File: src/hdl/acc_pkg.sv
// Shared constants for the converter control block
package acc_pkg;
    // Register indexes; byte address is four times the index
    localparam logic [5:0] IDX_MAIN = 6'h1F;
    localparam logic [5:0] IDX_SECOND = 6'h20;
    localparam logic [5:0] IDX_RES_HI = 6'h21;
    localparam logic [5:0] IDX_RES_LO = 6'h22;
    localparam logic [5:0] IDX_IRQ_STAT = 6'h23;
    localparam logic [5:0] IDX_IRQ_MASK = 6'h24;
    // Main control fields
    localparam int MAIN_CLK_LSB = 6;
    localparam int MAIN_CHAN_LSB = 3;
    localparam int MAIN_GO_BIT = 2;
    localparam int MAIN_PWR_BIT = 0;
    localparam logic [7:0] MAIN_WMASK = 8'hFD;
    localparam logic [7:0] MAIN_RESET = 8'h00;
    // Second control fields
    localparam int SEC_JUST_BIT = 7;
    localparam int SEC_EXT_BIT = 6;
    localparam int SEC_VHI_BIT = 5;
    localparam int SEC_VLO_BIT = 4;
    localparam int SEC_CFG_LSB = 0;
    localparam logic [7:0] SEC_RESET = 8'h00;
    // Interrupt status and mask
    localparam int IRQ_DONE_BIT = 0;
    localparam logic [7:0] IRQ_WMASK = 8'h01;
    localparam logic [7:0] IRQ_RESET = 8'h00;
    // Conversion
    localparam int RESULT_W = 10;
    localparam logic [1:0] CLK_CODE_RC = 2'h3;
    localparam logic [2:0] SETTLE_CYC = 3'h4;
    localparam logic [3:0] REF_HI_PIN = 4'h3;
    localparam logic [3:0] REF_LO_PIN = 4'h2;
endpackage

File: src/hdl/acc_clkdiv.sv
// Conversion clock tick generator: system clock divider or internal RC clock
`timescale 1ns/1ps
`default_nettype none
module acc_clkdiv (
    input wire logic core_clk, // System clock
    input wire logic rst, // Async reset, high
    input wire logic ce, // Clock enable
    input wire logic run, // Conversion active
    input wire logic [1:0] clk_code, // conv_clock_select
    input wire logic clk_ext, // conv_clock_select_ext
    input wire logic sleep, // Device asleep, system clock gated
    input wire logic rc_clk_pin, // internal_rc_conv_clock, asynchronous
    output logic tick // One-cycle conversion clock tick
);
    logic [2:0] rc_sync;
    logic rc_level;
    logic next_rc_level;
    logic [5:0] cnt;
    logic [5:0] next_cnt;
    logic [5:0] limit;
    logic use_rc;

    assign use_rc = (clk_code == acc_pkg::CLK_CODE_RC);
    // Divide by 2^(1 + 2*code + ext): 2,8,32 or 4,16,64
    assign limit = 6'((7'h1 << (3'h1 + {clk_code, 1'b0} + {2'h0, clk_ext})) - 7'h1);

    always_ff @(posedge core_clk or posedge rst) begin
        if (rst) begin
            rc_sync <= 3'h0;
        end else if (ce) begin
            rc_sync <= {rc_sync[1:0], rc_clk_pin};
        end
    end

    always_comb begin
        next_rc_level = rc_level;
        if (rc_sync[1] == rc_sync[2]) begin
            next_rc_level = rc_sync[2];
        end
        next_cnt = cnt;
        if (!run || use_rc) begin
            next_cnt = 6'h00;
        end else if (!sleep) begin
            next_cnt = (cnt >= limit) ? 6'h00 : cnt + 6'h01;
        end
    end

    always_ff @(posedge core_clk or posedge rst) begin
        if (rst) begin
            rc_level <= 1'b0;
            cnt <= 6'h00;
        end else if (ce) begin
            rc_level <= next_rc_level;
            cnt <= next_cnt;
        end
    end

    // The system clock stops in sleep, so only the RC source keeps ticking
    always_comb begin
        if (!run) begin
            tick = 1'b0;
        end else if (use_rc) begin
            tick = next_rc_level & ~rc_level;
        end else begin
            tick = !sleep && (cnt >= limit);
        end
    end
endmodule
`default_nettype wire

File: src/hdl/acc_sar.sv
// Successive approximation sequencer: one sample tick then one bit per tick arriving after the settle delay
`timescale 1ns/1ps
`default_nettype none
module acc_sar #(
    parameter int WIDTH = 10 // Result width
) (
    input wire logic core_clk, // System clock
    input wire logic rst, // Async reset, high
    input wire logic ce, // Clock enable
    input wire logic start, // Begin conversion, pulse
    input wire logic abort, // Drop conversion, pulse
    input wire logic tick, // Conversion clock tick
    input wire logic comp, // Comparator: input at or above trial code
    output logic busy, // Conversion running
    output logic done, // Result valid, one-cycle pulse
    output logic [WIDTH-1:0] result, // Final code
    output logic [WIDTH-1:0] trial, // Code to the DAC
    output logic sample // Sample-and-hold tracking
);
    typedef enum logic [1:0] {SAR_IDLE, SAR_SAMPLE, SAR_BITS} acc_sar_state_t;
    acc_sar_state_t state;
    acc_sar_state_t next_state;
    logic [WIDTH-1:0] next_trial;
    logic [WIDTH-1:0] next_result;
    logic [$clog2(WIDTH)-1:0] bit_idx;
    logic [$clog2(WIDTH)-1:0] next_bit_idx;
    logic [2:0] settle;
    logic [2:0] next_settle;
    logic next_done;
    logic [WIDTH-1:0] kept;

    always_comb begin
        next_state = state;
        next_trial = trial;
        next_result = result;
        next_bit_idx = bit_idx;
        next_done = 1'b0;
        next_settle = (settle != 3'h0) ? settle - 3'h1 : 3'h0;
        kept = comp ? trial : (trial & ~(WIDTH'(1) << bit_idx));
        case (state)
            SAR_IDLE: begin
                if (start && !abort) begin
                    next_state = SAR_SAMPLE;
                    next_trial = '0;
                end
            end
            SAR_SAMPLE: begin
                if (tick) begin
                    next_state = SAR_BITS;
                    next_bit_idx = ($clog2(WIDTH))'(WIDTH - 1);
                    next_trial = WIDTH'(1) << (WIDTH - 1);
                    next_settle = acc_pkg::SETTLE_CYC;
                end
            end
            default: begin
                // The comparator reaches us through a synchroniser; wait it out
                if (tick && settle == 3'h0) begin
                    if (bit_idx == '0) begin
                        next_state = SAR_IDLE;
                        next_result = kept;
                        next_done = 1'b1;
                    end else begin
                        next_bit_idx = bit_idx - 1'b1;
                        next_trial = kept | (WIDTH'(1) << (bit_idx - 1'b1));
                        next_settle = acc_pkg::SETTLE_CYC;
                    end
                end
            end
        endcase
        if (abort) begin
            next_state = SAR_IDLE;
            next_done = 1'b0;
        end
    end

    always_ff @(posedge core_clk or posedge rst) begin
        if (rst) begin
            state <= SAR_IDLE;
            trial <= '0;
            result <= '0;
            bit_idx <= '0;
            settle <= 3'h0;
            done <= 1'b0;
        end else if (ce) begin
            state <= next_state;
            trial <= next_trial;
            result <= next_result;
            bit_idx <= next_bit_idx;
            settle <= next_settle;
            done <= next_done;
        end
    end

    assign busy = (state != SAR_IDLE);
    assign sample = (state == SAR_SAMPLE);
endmodule
`default_nettype wire

File: src/hdl/acc_top.sv
// Converter control block: APB registers, clock select, sequencing, interrupt
//
// Decided for this implementation: the APB register port.
`timescale 1ns/1ps
`default_nettype none
// Operation
// - Each conversion yields a ten-bit result
// - Five inputs small variant, eight large
// - Sleep conversions only with RC clock
// - Clock code with ext 0: /2 /8 /32
// - Ext 1: /4 /16 /64; 11 is RC
// - Channel field bits 5-3 selects input
// - Writing go while powered starts conversion
// - Hardware clears go flag on completion
// - Bit 1 reads zero, writes ignored
// - Power bit on; cleared shuts converter off
// - References selectable: rails or two pins
// - Second register sets pins analog/digital
// - Six converter registers visible to software
module acc_top #(
    parameter int NUM_INPUTS = 8 // Analog inputs: 8 large variant, 5 small
) (
    input wire logic core_clk, // 100 MHz system clock
    input wire logic rst, // Async reset, high
    input wire logic ce, // Clock enable, freezes all state when low
    input wire logic psel, // APB select
    input wire logic penable, // APB enable
    input wire logic pwrite, // APB write
    input wire logic [7:0] paddr, // APB byte address
    input wire logic [31:0] pwdata, // APB write data
    output logic [31:0] prdata, // APB read data
    output logic pready, // APB ready
    output logic pslverr, // APB error, unmapped address
    input wire logic sleep, // Device in sleep
    input wire logic rc_clk_pin, // internal_rc_conv_clock
    input wire logic comp_pin, // Comparator output, asynchronous
    output logic [2:0] chan_sel, // input_channel_select to analog mux
    output logic [acc_pkg::RESULT_W-1:0] dac_code, // Trial code to DAC
    output logic sample_hold, // Sample switch closed
    output logic conv_power, // converter_power_on to analog
    output logic ref_hi_pin_sel, // Vref+ from port_a_pin_three, else supply
    output logic ref_lo_pin_sel, // Vref- from port_a_pin_two, else ground
    output logic [NUM_INPUTS-1:0] analog_pin_en, // Pin is analog input
    output logic irq // Interrupt, level
);
    logic [7:0] converter_control_main;
    logic [7:0] next_main;
    logic [7:0] converter_control_second;
    logic [7:0] next_second;
    logic [7:0] irq_status;
    logic [7:0] next_irq_status;
    logic [7:0] irq_mask;
    logic [7:0] next_irq_mask;
    logic [31:0] next_prdata;
    logic rd_ok;
    logic next_rd_ok;
    logic addr_ok;
    logic next_addr_ok;
    logic [2:0] comp_sync;
    logic comp_level;
    logic next_comp_level;
    logic done_d;
    logic wr;
    logic [7:0] wbyte;
    logic [5:0] idx;
    logic go_req;
    logic start;
    logic abort;
    logic busy;
    logic done;
    logic tick;
    logic [acc_pkg::RESULT_W-1:0] result;
    logic [7:0] result_high_byte;
    logic [7:0] result_low_byte;
    logic powered;

    assign idx = paddr[7:2];
    assign wbyte = pwdata[7:0];
    assign powered = converter_control_main[acc_pkg::MAIN_PWR_BIT];
    assign pready = psel & penable & rd_ok & ce;
    assign pslverr = pready & ~addr_ok;
    assign wr = pready & pwrite & addr_ok;
    assign go_req = wr && idx == acc_pkg::IDX_MAIN && wbyte[acc_pkg::MAIN_GO_BIT];
    assign start = go_req && powered && wbyte[acc_pkg::MAIN_PWR_BIT] && !busy;
    // Power off, or software clearing go, drops a conversion in flight
    assign abort = busy && (!powered || (wr && idx == acc_pkg::IDX_MAIN
        && (!wbyte[acc_pkg::MAIN_GO_BIT] || !wbyte[acc_pkg::MAIN_PWR_BIT])));

    // Comparator sync; level accepted once stages two and three agree
    always_ff @(posedge core_clk or posedge rst) begin
        if (rst) begin
            comp_sync <= 3'h0;
        end else if (ce) begin
            comp_sync <= {comp_sync[1:0], comp_pin};
        end
    end

    always_comb begin
        next_comp_level = comp_level;
        if (comp_sync[1] == comp_sync[2]) begin
            next_comp_level = comp_sync[2];
        end
    end

    // Result formatting: right-justified or left-justified in the two bytes
    always_comb begin
        if (converter_control_second[acc_pkg::SEC_JUST_BIT]) begin
            result_high_byte = {6'h00, result[9:8]};
            result_low_byte = result[7:0];
        end else begin
            result_high_byte = result[9:2];
            result_low_byte = {result[1:0], 6'h00};
        end
    end

    // Register state
    always_comb begin
        next_main = converter_control_main;
        next_second = converter_control_second;
        next_irq_mask = irq_mask;
        next_irq_status = irq_status;
        if (wr) begin
            if (idx == acc_pkg::IDX_MAIN) begin
                // Go bit is set only through start; bit 1 stays zero
                next_main = wbyte & acc_pkg::MAIN_WMASK
                    & ~(8'h01 << acc_pkg::MAIN_GO_BIT);
                next_main[acc_pkg::MAIN_GO_BIT] = converter_control_main[acc_pkg::MAIN_GO_BIT];
            end else if (idx == acc_pkg::IDX_SECOND) begin
                next_second = wbyte;
            end else if (idx == acc_pkg::IDX_IRQ_STAT) begin
                next_irq_status = irq_status & ~(wbyte & acc_pkg::IRQ_WMASK);
            end else if (idx == acc_pkg::IDX_IRQ_MASK) begin
                next_irq_mask = wbyte & acc_pkg::IRQ_WMASK;
            end
        end
        // Result was loaded on done; the flag falls two cycles later
        if (done_d || abort || !next_main[acc_pkg::MAIN_PWR_BIT]) begin
            next_main[acc_pkg::MAIN_GO_BIT] = 1'b0;
        end
        // A start in the completion cycle wins; a conversion started while done is high reads idle after done_d clears go
        if (start) begin
            next_main[acc_pkg::MAIN_GO_BIT] = 1'b1;
        end
        if (done) begin
            next_irq_status[acc_pkg::IRQ_DONE_BIT] = 1'b1;
        end
    end

    // APB read path; data captured in the setup cycle, zero wait states
    always_comb begin
        next_prdata = prdata;
        next_rd_ok = rd_ok;
        next_addr_ok = addr_ok;
        if (psel && !penable) begin
            next_rd_ok = 1'b1;
            next_addr_ok = 1'b1;
            next_prdata = 32'h0000_0000;
            if (idx == acc_pkg::IDX_MAIN) begin
                next_prdata[7:0] = converter_control_main;
            end else if (idx == acc_pkg::IDX_SECOND) begin
                next_prdata[7:0] = converter_control_second;
            end else if (idx == acc_pkg::IDX_RES_HI) begin
                next_prdata[7:0] = result_high_byte;
            end else if (idx == acc_pkg::IDX_RES_LO) begin
                next_prdata[7:0] = result_low_byte;
            end else if (idx == acc_pkg::IDX_IRQ_STAT) begin
                next_prdata[7:0] = irq_status;
            end else if (idx == acc_pkg::IDX_IRQ_MASK) begin
                next_prdata[7:0] = irq_mask;
            end else begin
                next_addr_ok = 1'b0;
            end
        end else if (pready) begin
            next_rd_ok = 1'b0;
        end
    end

    always_ff @(posedge core_clk or posedge rst) begin
        if (rst) begin
            converter_control_main <= acc_pkg::MAIN_RESET;
            converter_control_second <= acc_pkg::SEC_RESET;
            irq_status <= acc_pkg::IRQ_RESET;
            irq_mask <= acc_pkg::IRQ_RESET;
            prdata <= 32'h0000_0000;
            rd_ok <= 1'b0;
            addr_ok <= 1'b0;
            comp_level <= 1'b0;
            done_d <= 1'b0;
        end else if (ce) begin
            converter_control_main <= next_main;
            converter_control_second <= next_second;
            irq_status <= next_irq_status;
            irq_mask <= next_irq_mask;
            prdata <= next_prdata;
            rd_ok <= next_rd_ok;
            addr_ok <= next_addr_ok;
            comp_level <= next_comp_level;
            done_d <= done;
        end
    end

    assign irq = |(irq_status & irq_mask);

    acc_clkdiv u_clkdiv (
        .core_clk(core_clk),
        .rst(rst),
        .ce(ce),
        .run(busy),
        .clk_code(converter_control_main[acc_pkg::MAIN_CLK_LSB +: 2]),
        .clk_ext(converter_control_second[acc_pkg::SEC_EXT_BIT]),
        .sleep(sleep),
        .rc_clk_pin(rc_clk_pin),
        .tick(tick)
    );

    acc_sar #(
        .WIDTH(acc_pkg::RESULT_W)
    ) u_sar (
        .core_clk(core_clk),
        .rst(rst),
        .ce(ce),
        .start(start),
        .abort(abort),
        .tick(tick),
        .comp(comp_level),
        .busy(busy),
        .done(done),
        .result(result),
        .trial(dac_code),
        .sample(sample_hold)
    );

    // Analog side controls
    assign chan_sel = converter_control_main[acc_pkg::MAIN_CHAN_LSB +: 3];
    assign conv_power = powered;
    assign ref_hi_pin_sel = converter_control_second[acc_pkg::SEC_VHI_BIT];
    assign ref_lo_pin_sel = converter_control_second[acc_pkg::SEC_VLO_BIT];

    // Config k leaves the top k pins digital; a reference pin is never an input
    genvar gi;
    generate
        for (gi = 0; gi < NUM_INPUTS; gi++) begin : g_pin
            always_comb begin
                analog_pin_en[gi] = (32'(gi) + 32'(converter_control_second[3:0])) < 32'(NUM_INPUTS);
                if (gi == int'(acc_pkg::REF_HI_PIN) && ref_hi_pin_sel) begin
                    analog_pin_en[gi] = 1'b0;
                end
                if (gi == int'(acc_pkg::REF_LO_PIN) && ref_lo_pin_sel) begin
                    analog_pin_en[gi] = 1'b0;
                end
            end
        end
    endgenerate
endmodule
`default_nettype wire
File: config.mk
export PLATFORM = sky130hd
export DESIGN_NAME = acc_top
export DESIGN_NICKNAME = d
export VERILOG_FILES = /design/src/hdl/acc_pkg.sv /design/src/hdl/acc_clkdiv.sv /design/src/hdl/acc_sar.sv /design/src/hdl/acc_top.sv
export SDC_FILE = /design/constraint.sdc
export NUM_CORES = 1
export LEC_CHECK = 0
export ABC_AREA = 0
export BUFFER_PORTS_ARGS = -buffer_cell sky130_fd_sc_hd__buf_2
export CAP_MARGIN = 5
export CORE_ASPECT_RATIO = 1.4
export CORE_MARGIN = 2
export CORE_UTILIZATION = 40
export DETAILED_ROUTE_END_ITERATION = 16
export GPL_ROUTABILITY_DRIVEN = 0
export SETUP_SLACK_MARGIN = 0.4
export SLEW_MARGIN = 10
export SYNTH_ARGS = -nofsm -noshare
export SYNTH_HDL_FRONTEND = slang
export SYNTH_HIERARCHICAL = 1
export SYNTH_SLANG_ARGS = --single-unit
File: constraint.sdc
create_clock -name core_clk -period 4.3 [get_ports core_clk]
set_clock_uncertainty 0.05 [all_clocks]
set_input_delay 0.215 -clock core_clk [delete_from_list [all_inputs] [get_ports core_clk]]
set_output_delay 0.215 -clock core_clk [all_outputs]
set_load 0.005 [all_outputs]
; Word-level counts from Yosys, hierarchy flattened
; Cells that the tools add are included.
[word_totals]
register_bits = 79
inputBits = 49
output_inout_bits = 60
elab_cells = 197
[op_classes]
n_addsub = 13
magnitude_cmp = 9
n_eq_ne = 19
n_shift = 3
mux = 58
bitwise = 20
reduce_logical = 53
[op_table]
columns = cell, count
row1 = 2-to-1 mux 8 bit, 7
row2 = 2-to-1 mux 10 bit, 5
row3 = "< comparator 5 x 4 -> 1 bit, second input constant", 7
row4 = "equality test 6 bit, second input constant", 5
row5 = 2-to-1 mux 1 bit, 26
row6 = AND reduction 5 bit, 5
row7 = "adder 3 x 4 -> 5 bit, first input constant", 4
row8 = case mux 10 bit (2 select lines), 1
row9 = "<< shifter 1 x 4 -> 10 bit, first input constant", 2
row10 = 2-to-1 mux 6 bit, 3
row11 = 2-to-1 mux 3 bit, 5
row12 = 2-to-1 mux 4 bit, 3
row13 = nonzero test 2 bit, 6
row14 = logical AND 1 bit, 11
row15 = "adder 2 x 4 -> 5 bit, first input constant", 2
row16 = bitwise AND 10 bit, 1
row17 = 2-to-1 mux 2 bit, 5
row18 = "!= test 2 x 1 -> 1 bit, second input constant", 5
row19 = inverter 10 bit, 1
row20 = OR 10 bit, 1
row21 = AND reduction 2 bit, 5
row22 = bitwise AND 8 x 1 -> 8 bit, 1
row23 = bitwise AND 8 bit, 1
row24 = logical NOT 1 bit, 8
row25 = other kinds (35), 55

; Depth between registers and ports, before layout
; Gate-level depths: netlist of run 1.
[logic_depth]
depth_word = 14
mapped_depth = 17
mapped_depth_nobuf = 13

; Cells and area by module
; Netlist of run 1, hierarchy kept.
[modules_own_cells]
columns = mod, n_inst, cells_each, area_per_inst_um2, seq_area_each_um2
row1 = acc_top, 1, 215, 2009.4, 800.8
row2 = acc_sar, 1, 168, 1656.6, 750.7
row3 = acc_clkdiv, 1, 80, 755.7, 250.2

; Worst setup path before layout of run 1
; No wires, ideal clock.
[synth_path]
kind = register to register
start = register converter_control_main[6]
end = register u_sar.trial[8]
setup_ns = 0.087
arrival_time_ns = 3.440
required_ns = 4.163
setup_slack_ns = 0.723
stages_incl_launch_ff = 17
n_path_buf = 3
synth_period_minus_slack_ns = 3.577
path_cell_list = dfrtp_1 > buf_4 > or3_2 > ha_1 > nor3_1 > a21oi_1 > ha_1 > nand4_1 > o221ai_1 > o2bb2ai_1 > and2_1 > buf_4 > nand4_4 > or2_1 > buf_6 > or4_1 > o211ai_1
[synth_between]
elab_chain_cells = 11
elab_cells_between_ends = 13
classes_between = 3 x add/sub / 1 x order compare / 2 x eq/ne / 1 x shift / 2 x mux / 4 x reduce/logical
[synth_rtl]
columns = item, line
row1 = from (decl), acc_top.sv:46  ; logic [7:0] converter_control_main;
row2 = from (signal assigned), acc_top.sv:180  ; converter_control_main <= acc_pkg::MAIN_RESET;
row3 = from (signal assigned), acc_top.sv:190  ; converter_control_main <= next_main;
row4 = adder 1 x 3 -> 3 bit, acc_clkdiv.sv:25  ; assign limit = 6'((7'h1 << (3'h1 + {clk_code, 1'b0} + {2'h0, clk_ext})) - 7'h1);
row5 = adder 3 x 1 -> 3 bit, acc_clkdiv.sv:25
row6 = << shifter 1 x 3 -> 6 bit, acc_clkdiv.sv:25
row7 = subtractor 6 x 1 -> 6 bit, acc_clkdiv.sv:25
row8 = greater-or-equal comparator 6 bit, acc_clkdiv.sv:65  ; tick = !sleep && (cnt >= limit);
row9 = logical AND 1 bit, acc_clkdiv.sv:65
row10 = 2-to-1 mux 1 bit (*), acc_clkdiv.sv:62  ; end else if (use_rc) begin
row11 = 2-to-1 mux 1 bit (*), acc_clkdiv.sv:60  ; if (!run) begin
row12 = named net tick, acc_top.sv:71  ; logic tick;
row13 = logical AND 1 bit, acc_sar.sv:57  ; if (tick && settle == 3'h0) begin
row14 = nonzero test 3 bit (no line), n/a
row15 = AND reduction 5 bit (no line) (*), n/a
row16 = to (signal assigned), acc_sar.sv:86  ; trial <= next_trial;
row17 = to (decl), acc_sar.sv:17  ; output logic [WIDTH-1:0] trial,
; The timed path passes the listed nets; every way through them passes the cells marked *.
; A chain may end at the register's enable or synchronous reset.

; Worst setup path after layout of run 1
[layout_path]
start = register converter_control_second[6]
end = register u_sar.trial[0]
[layout_between]
elab_chain_cells = 10
elab_cells_between_ends = 11
classes_between = 2 x add/sub / 1 x order compare / 1 x eq/ne / 1 x shift / 2 x mux / 4 x reduce/logical
[layout_rtl]
columns = item, line
row1 = from (decl), acc_top.sv:48  ; logic [7:0] converter_control_second;
row2 = from (signal assigned), acc_top.sv:181  ; converter_control_second <= acc_pkg::SEC_RESET;
row3 = from (signal assigned), acc_top.sv:191  ; converter_control_second <= next_second;
row4 = adder 3 x 1 -> 3 bit (*), acc_clkdiv.sv:25
row5 = << shifter 1 x 3 -> 6 bit (*), acc_clkdiv.sv:25
row6 = subtractor 6 x 1 -> 6 bit (*), acc_clkdiv.sv:25
row7 = greater-or-equal comparator 6 bit (*), acc_clkdiv.sv:65
row8 = logical AND 1 bit (*), acc_clkdiv.sv:65
row9 = 2-to-1 mux 1 bit (*), acc_clkdiv.sv:62
row10 = 2-to-1 mux 1 bit (*), acc_clkdiv.sv:60
row11 = named net tick, acc_top.sv:71
row12 = logical AND 1 bit, acc_sar.sv:57
row13 = nonzero test 3 bit (no line), n/a
row14 = AND reduction 5 bit (no line) (*), n/a
; Marks and branches as above.

==> results of run 1 <==
## layer usage
metal | track usage | vias to the layer above | part of all wire | wire (um)
met4 | 0.0631 | 0 | 0.013 | 133
met5 | 0 | - | 0 | 0
met1 | 0.222 | 1697 | 0.44 | 4380
li1 | - | 1710 | - | -
met3 | 0.0363 | 9 | 0.048 | 484
met2 | 0.296 | 102 | 0.50 | 5020
## metrics by stage
stage / cell area (um^2) / utilization
2_1_floorplan: 4510 / -
3_3_place_gp: 4680 / 0.433
3_5_place_dp: 4680 / 0.433
4_1_cts: 5060 / 0.468
5_1_grt: 5070 / 0.469
6_report: 5070 / 0.469
## final timing paths
kind,startpoint,endpoint,slack (ns),cells after the start
setup / recovery,converter_control_second[6],u_sar/trial[0],0.64,13
hold / removal,comp_pin,comp_sync[0],0.07,2
setup reg to reg,converter_control_second[6],u_sar/trial[0],0.64,13
hold reg to reg,prdata[1],prdata[1],0.43,2
max in group asynchronous,rst,prdata[1],3.29,4
min in group asynchronous,rst,comp_sync[0],0.30,3
## where the power goes
group | internal, mW | switching (mW) | total [mW]
registers | 0.783 | 0.134 | 0.916
clock network | 0.641 | 0.282 | 0.924
logic | 0.277 | 0.386 | 0.663
total | 1.70 | 0.802 | 2.50
## logic make-up after synthesis
group / synth area share
AO/OA/AOI/OAI: 0.207
AND/OR/NAND/NOR: 0.162
buffers and inverters: 0.106
flip-flops: 0.407
multiplexers: 0.0634
adder cells (fa/ha/maj): 0.0424
XOR/XNOR: 0.00990
other: 0.000848
## sequential cells by signal (all words and copies together) (netlist names), 2 cells and up
register	flops
u_sar/result	10
u_sar/state	2
u_sar/bit_idx	4
converter_control_main	7
u_sar/trial	10
u_clkdiv/rc_sync	3
u_sar/settle	3
comp_sync	3
converter_control_second	8
prdata	8
u_clkdiv/cnt	6
## repair_timing
item,4_1_cts,5_1_grt
hold endpoints to repair,44,0
resized for setup,0,3
hold buffers,1,0
endpoints found under the setup margin,0,20
## placed cells by master, fill, tap and decap left out, types with 3 or more instances in the layout
| cell type | instances |
|---|---|
| sky130_fd_sc_hd__dfrtp_1 | 72 |
| sky130_fd_sc_hd__buf_2 | 58 |
| sky130_fd_sc_hd__nand2_1 | 44 |
| sky130_fd_sc_hd__a21oi_1 | 34 |
| sky130_fd_sc_hd__o21ai_0 | 32 |
| sky130_fd_sc_hd__inv_1 | 31 |
| sky130_fd_sc_hd__mux2_2 | 24 |
| sky130_fd_sc_hd__conb_1 | 24 |
| sky130_fd_sc_hd__nor2_1 | 18 |
| sky130_fd_sc_hd__ha_1 | 15 |
| sky130_fd_sc_hd__a22o_1 | 12 |
| sky130_fd_sc_hd__clkbuf_16 | 9 |
| sky130_fd_sc_hd__o211ai_1 | 8 |
| sky130_fd_sc_hd__nand3_1 | 8 |
| sky130_fd_sc_hd__buf_4 | 7 |
| sky130_fd_sc_hd__nand2b_1 | 6 |
| sky130_fd_sc_hd__nor2b_1 | 6 |
| sky130_fd_sc_hd__nor3_1 | 6 |
| sky130_fd_sc_hd__o31ai_1 | 6 |
| sky130_fd_sc_hd__and3_1 | 5 |
| sky130_fd_sc_hd__a311oi_1 | 5 |
| sky130_fd_sc_hd__nand4_1 | 4 |
| sky130_fd_sc_hd__bufinv_16 | 4 |
| sky130_fd_sc_hd__o21ai_1 | 4 |
| sky130_fd_sc_hd__xor2_1 | 4 |
| sky130_fd_sc_hd__nor3b_1 | 3 |
| sky130_fd_sc_hd__or3_1 | 3 |
| sky130_fd_sc_hd__a211oi_1 | 3 |
| sky130_fd_sc_hd__o2bb2ai_1 | 3 |
| sky130_fd_sc_hd__a21o_1 | 3 |
| sky130_fd_sc_hd__a211o_1 | 3 |
## area by class of cell
cell class	instances	area share
flip-flops and latches	72	0.356
multi-input cells	333	0.443
repair buffers	66	0.0696
well taps	141	0.0348
inverters	32	0.0237
clock inverters	5	0.0252
clock buffers	11	0.0479
## critical path: stages, from the launching register on
cell	delay [ns]
sky130_fd_sc_hd__dfrtp_1	0.37
sky130_fd_sc_hd__or3_2	0.47
sky130_fd_sc_hd__ha_1	0.26
sky130_fd_sc_hd__nor3_1	0.19
sky130_fd_sc_hd__a21oi_1	0.06
sky130_fd_sc_hd__ha_1	0.30
sky130_fd_sc_hd__nand4_1	0.11
sky130_fd_sc_hd__o221ai_1	0.21
sky130_fd_sc_hd__o2bb2ai_1	0.14
sky130_fd_sc_hd__and2_2	0.27
sky130_fd_sc_hd__nor2b_1	0.08
sky130_fd_sc_hd__o21a_1	0.33
sky130_fd_sc_hd__or3_1	0.45
sky130_fd_sc_hd__a22o_1	0.24
==> results.md, run 1 <==
- The run finished with clean final reports.
- The share of the Yosys chip area taken by registers is 0.407.
- The layout cell share with drive strength beyond 1 is 0.243.
- The final net count is 578.
- The CTS tree is yes.
- Setup repair after global routing left no endpoint under its margin.
- The clock sink total is 72.
- Counting flops and latches in the post-synthesis netlist gives 72.
- The commonest cells after synthesis are sky130_fd_sc_hd__dfrtp_1, sky130_fd_sc_hd__nand2_1, sky130_fd_sc_hd__a21oi_1.
- The die is 92.9 um wide.
- The routed design could run at a clock period as short as 3.66 ns.
- The final count of pins violating max slew is 0.
- The clock tree root driver cell is sky130_fd_sc_hd__clkbuf_16.
- The starting density of the core is 0.409.
- The maximum fanout along the worst path is 11.
- The startpoint kind of the worst setup timing path is a flip-flop.
- Setup total negative slack on the finished layout was measured at 0 ns.
- STA puts the critical path data arrival time at 3.83 ns.
- The DRC violation count after routing is 0.
- The clock-pin slew of the registers on the worst-case setup and hold paths is 0.06 ns.
- Entering global routing, the biggest net connects 31 pins.
- IR analysis of the VDD net gives a maximum drop of 0.000243 V.
- The buffers inserted during post-CTS setup optimization is 0.
- The analysis attributes to cell leakage a power of 2.39 nW.
- The total number of vias is 3,518.
- After detailed routing, the total wire length is 10,000 um.
- STA classifies the critical path endpoint as a flip-flop.
- Among all flip-flop cells after synthesis, the most frequent one is sky130_fd_sc_hd__dfrtp_1.
- The via-per-instance ratio is 5.33.
- The average cell area after synthesis is 9.55 um^2.
- The number of antenna violations at the first check in global routing is 0.
- Of the available clock period, the critical path in the final layout requires 0.850.
- For the pin with the worst max-slew slack, the measured transition is 0.832 ns.
- The floorplan step defined a die boundary enclosing 11,900 um^2.
- The via count of the first global-routing pass was 3,384.
- In this run, distinct cell masters in the synthesized netlist total 72.
- The area occupied by multi-input gates is 2240 um^2.
- The number of H-tree levels is 3.
- Including well taps, the total number of placed cells is 643.
- The core footprint is 10,800 um^2.
- Summing every instance area after synthesis gives 4420 um^2.
- The number of max-cap violations is 0.
- In this run the deepest clock path goes through 2 buffers.
- In this run the remaining antenna-violating nets after routing total 0.
- Summing all flip-flop and latch instances after layout gives 1800 um^2.
- The total inserted antenna cells is 0.
- Of the post-synthesis cell area, the dominant cell type holds 0.407.
- The worst min-delay path class is in -> reg.
- Counting flops with a built-in enable in the synthesized netlist gives 0.
- The number of optimization iterations in the first detailed-route pass is 5.
- The iteration-0 DRC count of the detailed router is 190.
- Counting the fill cells in the layout gives 1,045.
- The first global-routing pass estimated 16,700 um of wire.
- From bottom edge to top edge, the die measures 128 um.
- Excluding fillers, the count of instances in the completed layout stands at 660.
- The setup path with the least slack is of type reg -> reg.
- Final hold analysis gives a worst-case slack of 0.0690 ns.
- The worst slew slack as a fraction of its limit is 0.444.
- The total of buffers placed on input and output ports is 58.
- The sum of overflow across all layers after global routing is 0.
- Clock latency on the worst-skew pair, taken at its later pin, is 0.33 ns.
- The power per unit of standard cell area is 494 nW/um^2.
- The worst path meets setup with 0.645 ns of slack.
- From synthesis to final layout, the design area changed by 14.6%.
- Setup violations remaining at the end of the flow were counted as 0.
- The required time at the endpoint of the critical path is 4.47 ns.
- The dominant cell type by area after synthesis is sky130_fd_sc_hd__dfrtp_1.
- The Yosys step of the flow raised 6 warnings.
- Power comes to 2.50 mW.
- The worst slack at placement is 0.418 ns.
- Timing would allow up to 0.274 GHz.
- The HPWL reported at the end of detailed placement is 7410 um.
- Among all cell types in the netlist, the one instantiated most often is sky130_fd_sc_hd__dfrtp_1.
- After floorplanning, the core was divided into 45 placement rows.
- For this design the top-level I/O count stands at 109.
- Across every metal layer, demand over resource in global routing totals 0.175.
- The number of CTS-inserted buffers is 9.
- The detailed-route wire length per cell is 15.2 um.
- Ranked by total cell area, the synthesized netlist is headed by sky130_fd_sc_hd__dfrtp_1, sky130_fd_sc_hd__mux2_2, sky130_fd_sc_hd__buf_4, sky130_fd_sc_hd__ha_1, sky130_fd_sc_hd__a21oi_1.
- Synthesis handed over a netlist of 463 instances.
- The share of flip-flops with an asynchronous set or reset after synthesis is 1.00.
- The final hold violation count is 0.
Power figures use the tool's default switching activity.
==> inputs of run 2 (changes only) <==
- RECOVER_POWER: unset -> 25
- SYNTH_HIERARCHICAL: 1 -> unset
==> run 2 against run 1 <==
Largest cell class unchanged; register-to-register slack improved by 0.68 ns; largest power group unchanged; synthesized cell count rose by 0.65%; area after synthesis fell by 3.0%.
==> results.md, run 2 <==
- The run finished with clean final reports.
- Clock-pin slew was measured on the worst setup and hold paths at 0.06 ns.
- The top achievable clock speed is 0.336 GHz.
- Clock tree synthesis inserted a total of 9 buffers.
- Of the total power, registers draw 0.459.
- In the layout the commonest cells are sky130_fd_sc_hd__nand2_1, sky130_fd_sc_hd__dfrtp_1, sky130_fd_sc_hd__buf_2.
- Of the post-synthesis cell area, the dominant cell type holds 0.420.
- The flip-flop and latch count after synthesis is 72.
- The synthesized netlist occupies a cell area of 4290 um^2.
- The horizontal extent of the die is 91.5 um.
- By instance count, the cell type seen most on the critical path is sky130_fd_sc_hd__o21ai_2.
- The analysis attributes to net switching a power of 370 uW.
- The final core utilization is 0.464.
- Synthesis handed over a netlist of 466 instances.
- The maximum number of pins on one net before global-route repair is 41.
- The internal portion of the total power is 1.19 mW.
- The worst path in the final design needs a cycle of 2.98 ns, including I/O delays and setup.
- The final hold violation count was 0.
- The biggest cell delay along the critical path is 0.56 ns.
- The wire length after detailed routing is 9650 um.
- The detail route stage leaves a number of antenna-violating nets equal to 0.
- The synthesized design contains 0 enable-type register cells.
- Along the worst path, the maximum fanout reaches 20.
- The starting density of the core is 0.412.
- The worst-case reg-to-reg path depth is 8.
- From synthesis to final layout, the design area changed by 12.4%.
- The core footprint is 10,400 um^2.
- Row generation in the floorplan step produced 44 rows.
- The clock passes through at most 2 buffers.
- Using the TritonRoute via totals, the vias-per-cell ratio works out to 5.32.
- Across all setup checks in the final design, the least slack found is 1.32 ns.
- The area occupied by multi-input gates is 2180 um^2.
- The critical path data arrival time is 3.14 ns.
- The slowest stage of the critical path is the sky130_fd_sc_hd__dfrtp_1 cell.
- Setup repair after global routing left no endpoint under its margin.
- The worst setup path is of the reg -> reg kind.
- The completed layout was analyzed and its total power is 1.56 mW.
- Dividing the detail-routed wire length by the instance count gives 14.8 um.
- The final count of pins violating max slew is 0.
- The nature of the critical path endpoint is a flip-flop.
- In the final layout, the registers with the most flip-flops are u_sar.result x10, u_sar.trial x10.
- TritonCTS built the clock tree.
- By count the netlist is led by sky130_fd_sc_hd__nand2_1, sky130_fd_sc_hd__dfrtp_1, sky130_fd_sc_hd__o21ai_0.
- The number of max-cap violations is 0.
- The first routing iteration left 165 violations.
- The dominant cell type by area after synthesis is sky130_fd_sc_hd__dfrtp_1.
- The worst slack at placement is 1.32 ns.
- Of the available clock period, the critical path in the final layout requires 0.692.
- The start point of the worst min-delay path is rc_clk_pin.
- The analysis attributes to cell leakage a power of 2.23 nW.
- Setup violations remaining at the end of the flow were counted as 0.
- The most common library cell in the layout ignoring fill and taps is sky130_fd_sc_hd__nand2_1.
- The count of pins on the block boundary is 109.
- The worst min-delay path endpoint is u_clkdiv.rc_sync[0].
- In this run the tightest slew margin relative to its limit is 0.129.
- In this run the cell area measured after placement is 4510 um^2.
- The share of total power dissipated in combinational logic is 0.059.
- The clock power share is 0.483.
- The setup check on the worst reg-to-reg path leaves a slack of 1.32 ns.
- For this run, design rule violations remaining after detail routing come to 0.
- The total routing usage reported by global routing is 0.178.
- The number of distinct library cells after synthesis is 69.
- Before antenna repair, the detailed router went through 5 iterations.
- The via count of the first global-routing pass is 3,280.
- The power per unit of standard cell area is 324 nW/um^2.
- The number of placed instances, taps included, is 637.
- The wire length of the first global-routing pass is 16,400 um.
- The most frequent cell after synthesis is sky130_fd_sc_hd__nand2_1.
- The count of warnings emitted by yosys is 0.
- The worst register-to-register path begins at converter_control_main[6].
- The filler cells instantiated in the layout total 1,008.
- In this run the vertical extent of the chip is 127 um.
- The number of antenna violations at the first check in global routing came to 0.
- Of the synthesized area, sequential elements account for 0.420.
- By area the synthesized netlist is led by sky130_fd_sc_hd__dfrtp_1, sky130_fd_sc_hd__nand2_1, sky130_fd_sc_hd__mux2_2, sky130_fd_sc_hd__buf_4, sky130_fd_sc_hd__o21ai_0.
- After synthesis, the mean cell area works out to 9.21 um^2.
- The H-tree was split into 3 levels.
- The worst-case IR drop observed on VDD is 0.000147 V.
- The endpoint identified for the worst register-to-register timing path is u_sar.result[8].
- Counting every sink on the clock net gives 72.
- The footprint of the flip-flops and latches is 1800 um^2.
- For the final routed database, the setup TNS stands at 0 ns.
- The later pin in the worst-skew pair is clocked with a latency of 0.33 ns.
- CTS placed an instance of sky130_fd_sc_hd__clkbuf_16 at the clock tree root.
- The required time at the endpoint of the critical path is 4.46 ns.
- Summing over every cut layer, the via total after detailed routing is 3,479.
- The share of flip-flops with an asynchronous set or reset after synthesis is 1.00.
- For the pin with the worst max-slew slack, the measured transition is 1.30 ns.
- The post-route worst hold slack is 0.0610 ns.
- The startpoint kind of the worst setup timing path is a flip-flop.
- For this run, the number of standard cells in the final layout without fillers is 654.
- During placement, the flow inserted port buffers numbering 58.
- The total inserted antenna cells is 0.
- Post-CTS repair changed the size of 0 cells.
- The top flip-flop cell by instance count after synthesis is sky130_fd_sc_hd__dfrtp_1.
- The finished cells cover 4820 um^2.
- The overall die area is 11,600 um^2.
- The layout cell share with drive strength beyond 1 is 0.203.
- The HPWL reported at the end of detailed placement is 7090 um.
- The switching power as a share of total power is 0.237.
- The total overflow left after global routing is 0.
- In this run the worst hold path is classified as in -> reg.
- The final net count is 572.
- Along the worst hold path, the cell count comes to 2.
- The signal on the critical path passes through nand2_1 > xor2_1 > ha_1 > a211oi_1 > o21ai_2 > o21ai_2 > or3_1 > mux2_4.
## run 2: power groups by stage
stage	Sequential [mW]	Combinational, mW	Clock, mW
final	0.716	0.0914	0.754
after global routing	0.719	0.104	0.812
after CTS	0.716	0.0929	0.778
after floorplan	0.721	0.0790	0
after global placement	0.727	0.0879	0
after detailed placement	0.728	0.0916	0
## run 2: cell families after synthesis
kind of cell             Yosys count  synth area share
AND/OR/NAND/NOR                  168             0.190
AO/OA/AOI/OAI                    120             0.192
flip-flops                        72             0.420
buffers and inverters             65            0.0919
multiplexers                      22            0.0580
adder cells (fa/ha/maj)           12            0.0350
XOR/XNOR                           6            0.0122
other                              1          0.000874
## run 2: area by class of cell
class | count | share of cell area
sequential | 72 | 0.374
tap | 138 | 0.0358
clock inverter | 6 | 0.0143
multi-input combinational | 352 | 0.452
inverter | 16 | 0.0125
clock buffer | 10 | 0.0495
timing repair buffer | 60 | 0.0623
## run 2: layer usage
metal	vias up	routed length, um	global-route usage
met1	1671	4100	0.218
met3	10	365	0.0374
li1	1703	-	-
met4	0	182	0.0838
met5	-	0	0
met2	95	5000	0.297
## run 2: worst max-delay path by stage
stage	endpoint	startpoint	cells past startpoint	slack, ns
2_1_floorplan	u_sar.result[8]	converter_control_main[7]	11	1.79
3_3_place_gp	u_sar.result[8]	converter_control_main[6]	8	1.34
6_report	u_sar.result[8]	converter_control_main[6]	8	1.32
5_1_grt	u_sar.result[8]	converter_control_main[6]	8	1.11
4_1_cts	u_sar.result[8]	converter_control_main[7]	9	1.32
3_5_place_dp	u_sar.result[8]	converter_control_main[7]	9	1.32
## run 2: worst max-delay path, delay by kind of cell (launching register included)
kind	cells	cell delay [ns]
AOI/OAI and AO/OA	3	0.79
xor gates and xnor gates	1	0.17
adders and majority gates	1	0.30
DFF	1	0.56
muxes	1	0.34
and+or+nand+nor	2	0.65
## run 2: timing repair
| item | in CTS | in global routing |
|---|---|---|
| buffers inserted | 0 | 0 |
| hold buffers | 1 | 0 |
| hold endpoints to repair | 32 | 0 |
==> inputs of run 3 (changes only) <==
- PLACE_DENSITY: unset -> 0.65
- clock period: 4.3 -> 2.7 ns (I/O delays scaled with it)
==> run 3 against run 2 <==
Register-to-register slack lost 1.1 ns; clock-buffer cell count is the same; non-clock buffer count grew 34; sequential power increased by 59%; core utilization increased by 4.4 points; critical path depth increased by 1; wire length rose by 8.6%.
==> results.md, run 3 (synthesis results as in run 2) <==
- The HPWL reported at the end of detailed placement is 7300 um.
- The detailed-route wire length per cell is 15.2 um.
- The maximum number of pins on one net before global-route repair is 29.
- The final hold violation count was 0.
- Max-cap violations in this run came to 0.
- After the first detailed-routing iteration, the DRC count stood at 125.
- For this design, the slowest cell found on the critical path is sky130_fd_sc_hd__dfrtp_2.
- In this run the critical register-to-register path is captured at u_sar.trial[4].
- The clock sink total is 72.
- The number of antenna violations at the first check in global routing is 0.
- The part of the total power dissipated in combinational logic is 0.060.
- The finished cells cover 5280 um^2.
- The critical path in this run is classified as reg -> reg.
- The number of optimization iterations in the first detailed-route pass is 4.
- The root buffer cell chosen for the clock tree is sky130_fd_sc_hd__clkbuf_16.
- Counting instances, the worst hold path has a depth of 2.
- The start point of the critical path is converter_control_main[7].
- Of the total power, the share spent switching nets is 0.228.
- The number of buffer and inverter stages on the critical path is 1.
- The floorplan step defined a core boundary enclosing 10,400 um^2.
- Timing analysis after detailed placement gives a worst setup slack of 0.0797 ns.
- In the final timing run, aggregate negative setup slack is 0 ns.
- Using the TritonRoute via totals, the vias-per-cell ratio works out to 5.35.
- For the worst setup path, the data arrival time is 2.68 ns.
- The maximum fanout along the worst path is 7.
- The starting density of the core is 0.412.
- The sum of overflow across all layers after global routing is 0.
- The number of H-tree levels is 3.
- The worst register-to-register path begins at converter_control_main[7].
- From synthesis to final layout, the design area changed by 23.1%.
- The count of endpoints failing setup in the final report is 0.
- The source-to-sink clock delay at the later pin of the worst-skew pair is 0.33 ns.
- In the final layout, the registers with the most flip-flops are u_sar.result x10, u_sar.trial x10.
- In the layout the commonest cells are sky130_fd_sc_hd__dfrtp_1, sky130_fd_sc_hd__nand2_1, sky130_fd_sc_hd__buf_2.
- The path class of the tightest hold or removal check is in -> reg.
- The wire length after detailed routing is 10,500 um.
- The library cell used most frequently in the layout, excluding fill and tap cells, is sky130_fd_sc_hd__dfrtp_1.
- The power per unit of standard cell area is 488 nW/um^2.
- The worst hold path begins at pwdata[6].
- The nature of the critical path endpoint is a flip-flop.
- The portion of the clock cycle consumed by the worst path in the final layout is 0.933.
- The wire length of the first global-routing pass is 17,200 um.
- The final net count is 608.
- The clock-pin slew of the registers on the worst-case setup and hold paths is 0.06 ns.
- The floorplan has 44 rows.
- The flow ran to the end, and the final reports show no timing, DRC or antenna violations.
- The worst register-to-register path has a depth of 9.
- The number of CTS-inserted buffers is 9.
- The count of pins on the block boundary is 109.
- The internal power of the cells totals 1.99 mW.
- The total of buffers placed on input and output ports is 58.
- The final worst-path setup slack is 0.182 ns.
- The die outline height is 127 um.
- The worst min-delay path endpoint is converter_control_main[6].
- The total routing usage reported by global routing is 0.185.
- The final count of pins violating max slew is 0.
- Traced cell by cell, the critical path runs through buf_6 > xor2_1 > ha_1 > a211oi_2 > o21ai_2 > o2111ai_4 > nand2b_4 > nor2_4 > a221o_1.
- Summing over every cut layer, the via total after detailed routing is 3,689.
- The share of total power dissipated in the clock network is 0.497.
- The overall die area is 11,600 um^2.
- Setup repair after global routing could not meet its margin everywhere.
- The slew at the pin with the worst max-slew slack is 1.20 ns.
- In this run the cell area measured after placement is 4630 um^2.
- The worst setup slack for register-to-register paths is 0.18 ns.
- For this design the total switching power over the nets is 587 uW.
- The worst slew slack as a fraction of its limit is 0.199.
- The clock passes through at most 2 buffers.
- The worst path needs 2.52 ns of the cycle, external delays included.
- IR analysis of the VDD net gives a maximum drop of 0.000269 V.
- The DRC violation count after routing is 0.
- The via count of the first global-routing pass is 3,574.
- The sequential cell fraction of total power is 0.442.
- In the final layout, the share of cells above drive strength 1 is 0.284.
- The cell family contributing the most delay on the critical path is compound AO/OA/AOI/OAI gates.
- The CTS tree is yes.
- From left edge to right edge, the die measures 91.5 um.
- The residual antenna-violating net count after detailed routing is 0.
- The analysis attributes to cell leakage a power of 2.45 nW.
- Based on the critical path, the design can be clocked at up to 0.397 GHz.
- The biggest cell delay along the critical path is 0.43 ns.
- The total inserted antenna cells is 0.
- Counting buffers and inverters, the worst setup path is 9 cells deep.
- The required time at the endpoint of the critical path is 2.87 ns.
- The startpoint kind of the worst setup timing path is a flip-flop.
[run 3: changes by cell type in the layout (fill, tap and decap cells not counted), moves of 6 or more]
| cell | delta |
|---|---|
| sky130_fd_sc_hd__o21ai_1 | +12 |
| sky130_fd_sc_hd__buf_4 | +19 |
| sky130_fd_sc_hd__nand2_2 | +7 |
| sky130_fd_sc_hd__buf_6 | +8 |
| sky130_fd_sc_hd__dlygate4sd3_1 | +6 |
| sky130_fd_sc_hd__nand2_1 | -7 |
| sky130_fd_sc_hd__o21ai_0 | -13 |
[run 3: layer usage]
metal / wire (um) / up-vias / track usage
met5: 0 / - / 0
li1: - / 1770 / -
met1: 4250 / 1788 / 0.212
met3: 393 / 25 / 0.0338
met4: 314 / 0 / 0.0945
met2: 5520 / 106 / 0.328
[run 3: final cells by class]
class	instances	area, um^2
clock buffers	10	239
repair buffers	94	601
flip-flops and latches	72	1810
multi-input cells	354	2320
inverters	16	60.1
clock inverters	6	82.6
fillers	983	5120
well taps	138	173
[run 3: stage by stage]
stage,instances,util,total power [mW],hold WS (ns)
after floorplan,489,-,1.27,0.220
after global placement,649,0.445,1.30,0.118
after CTS,688,0.504,2.59,0.000161
after detailed placement,649,0.445,1.31,0.130
after global routing,690,0.508,2.67,0.0125
final,690,0.508,2.58,0.0105
[run 3: repair_timing]
action / 4_1_cts / 5_1_grt
pin swaps: 16 / 12
resized for setup: 34 / 11
gates cloned: 3 / 0
hold buffers: 7 / 0
setup buffers: 13 / 2
hold endpoints to repair: 26 / 0
endpoints found under the setup margin: 26 / 34
[run 3: how the worst max path moves through the flow]
stage | endpoint | slack (ns)
after CTS | u_sar.trial[2] | 0.18
final | u_sar.trial[4] | 0.18
after global placement | u_sar.trial[9] | 0.12
after floorplan | u_sar.result[8] | 0.22
after global routing | u_sar.trial[7] | 0.08
after detailed placement | u_sar.trial[9] | 0.08
[run 3: worst register-to-register path, delay by kind of cell, from the launching register on]
family	cells	cell delay (ns)
flip-flops	1	0.43
AND/OR/NAND/NOR	2	0.33
buffers and inverters	1	0.14
adder cells (fa/ha/maj)	1	0.33
XOR/XNOR	1	0.15
AO/OA/AOI/OAI	4	0.98
[run 3: power groups by stage]
stage          registers (mW)  clock network (mW)  logic, mW
6_report                 1.14                1.28      0.156
5_1_grt                  1.15                1.34      0.178
4_1_cts                  1.14                1.30      0.157
3_5_place_dp             1.16                   0      0.148
3_3_place_gp             1.16                   0      0.143
2_1_floorplan            1.15                   0      0.126
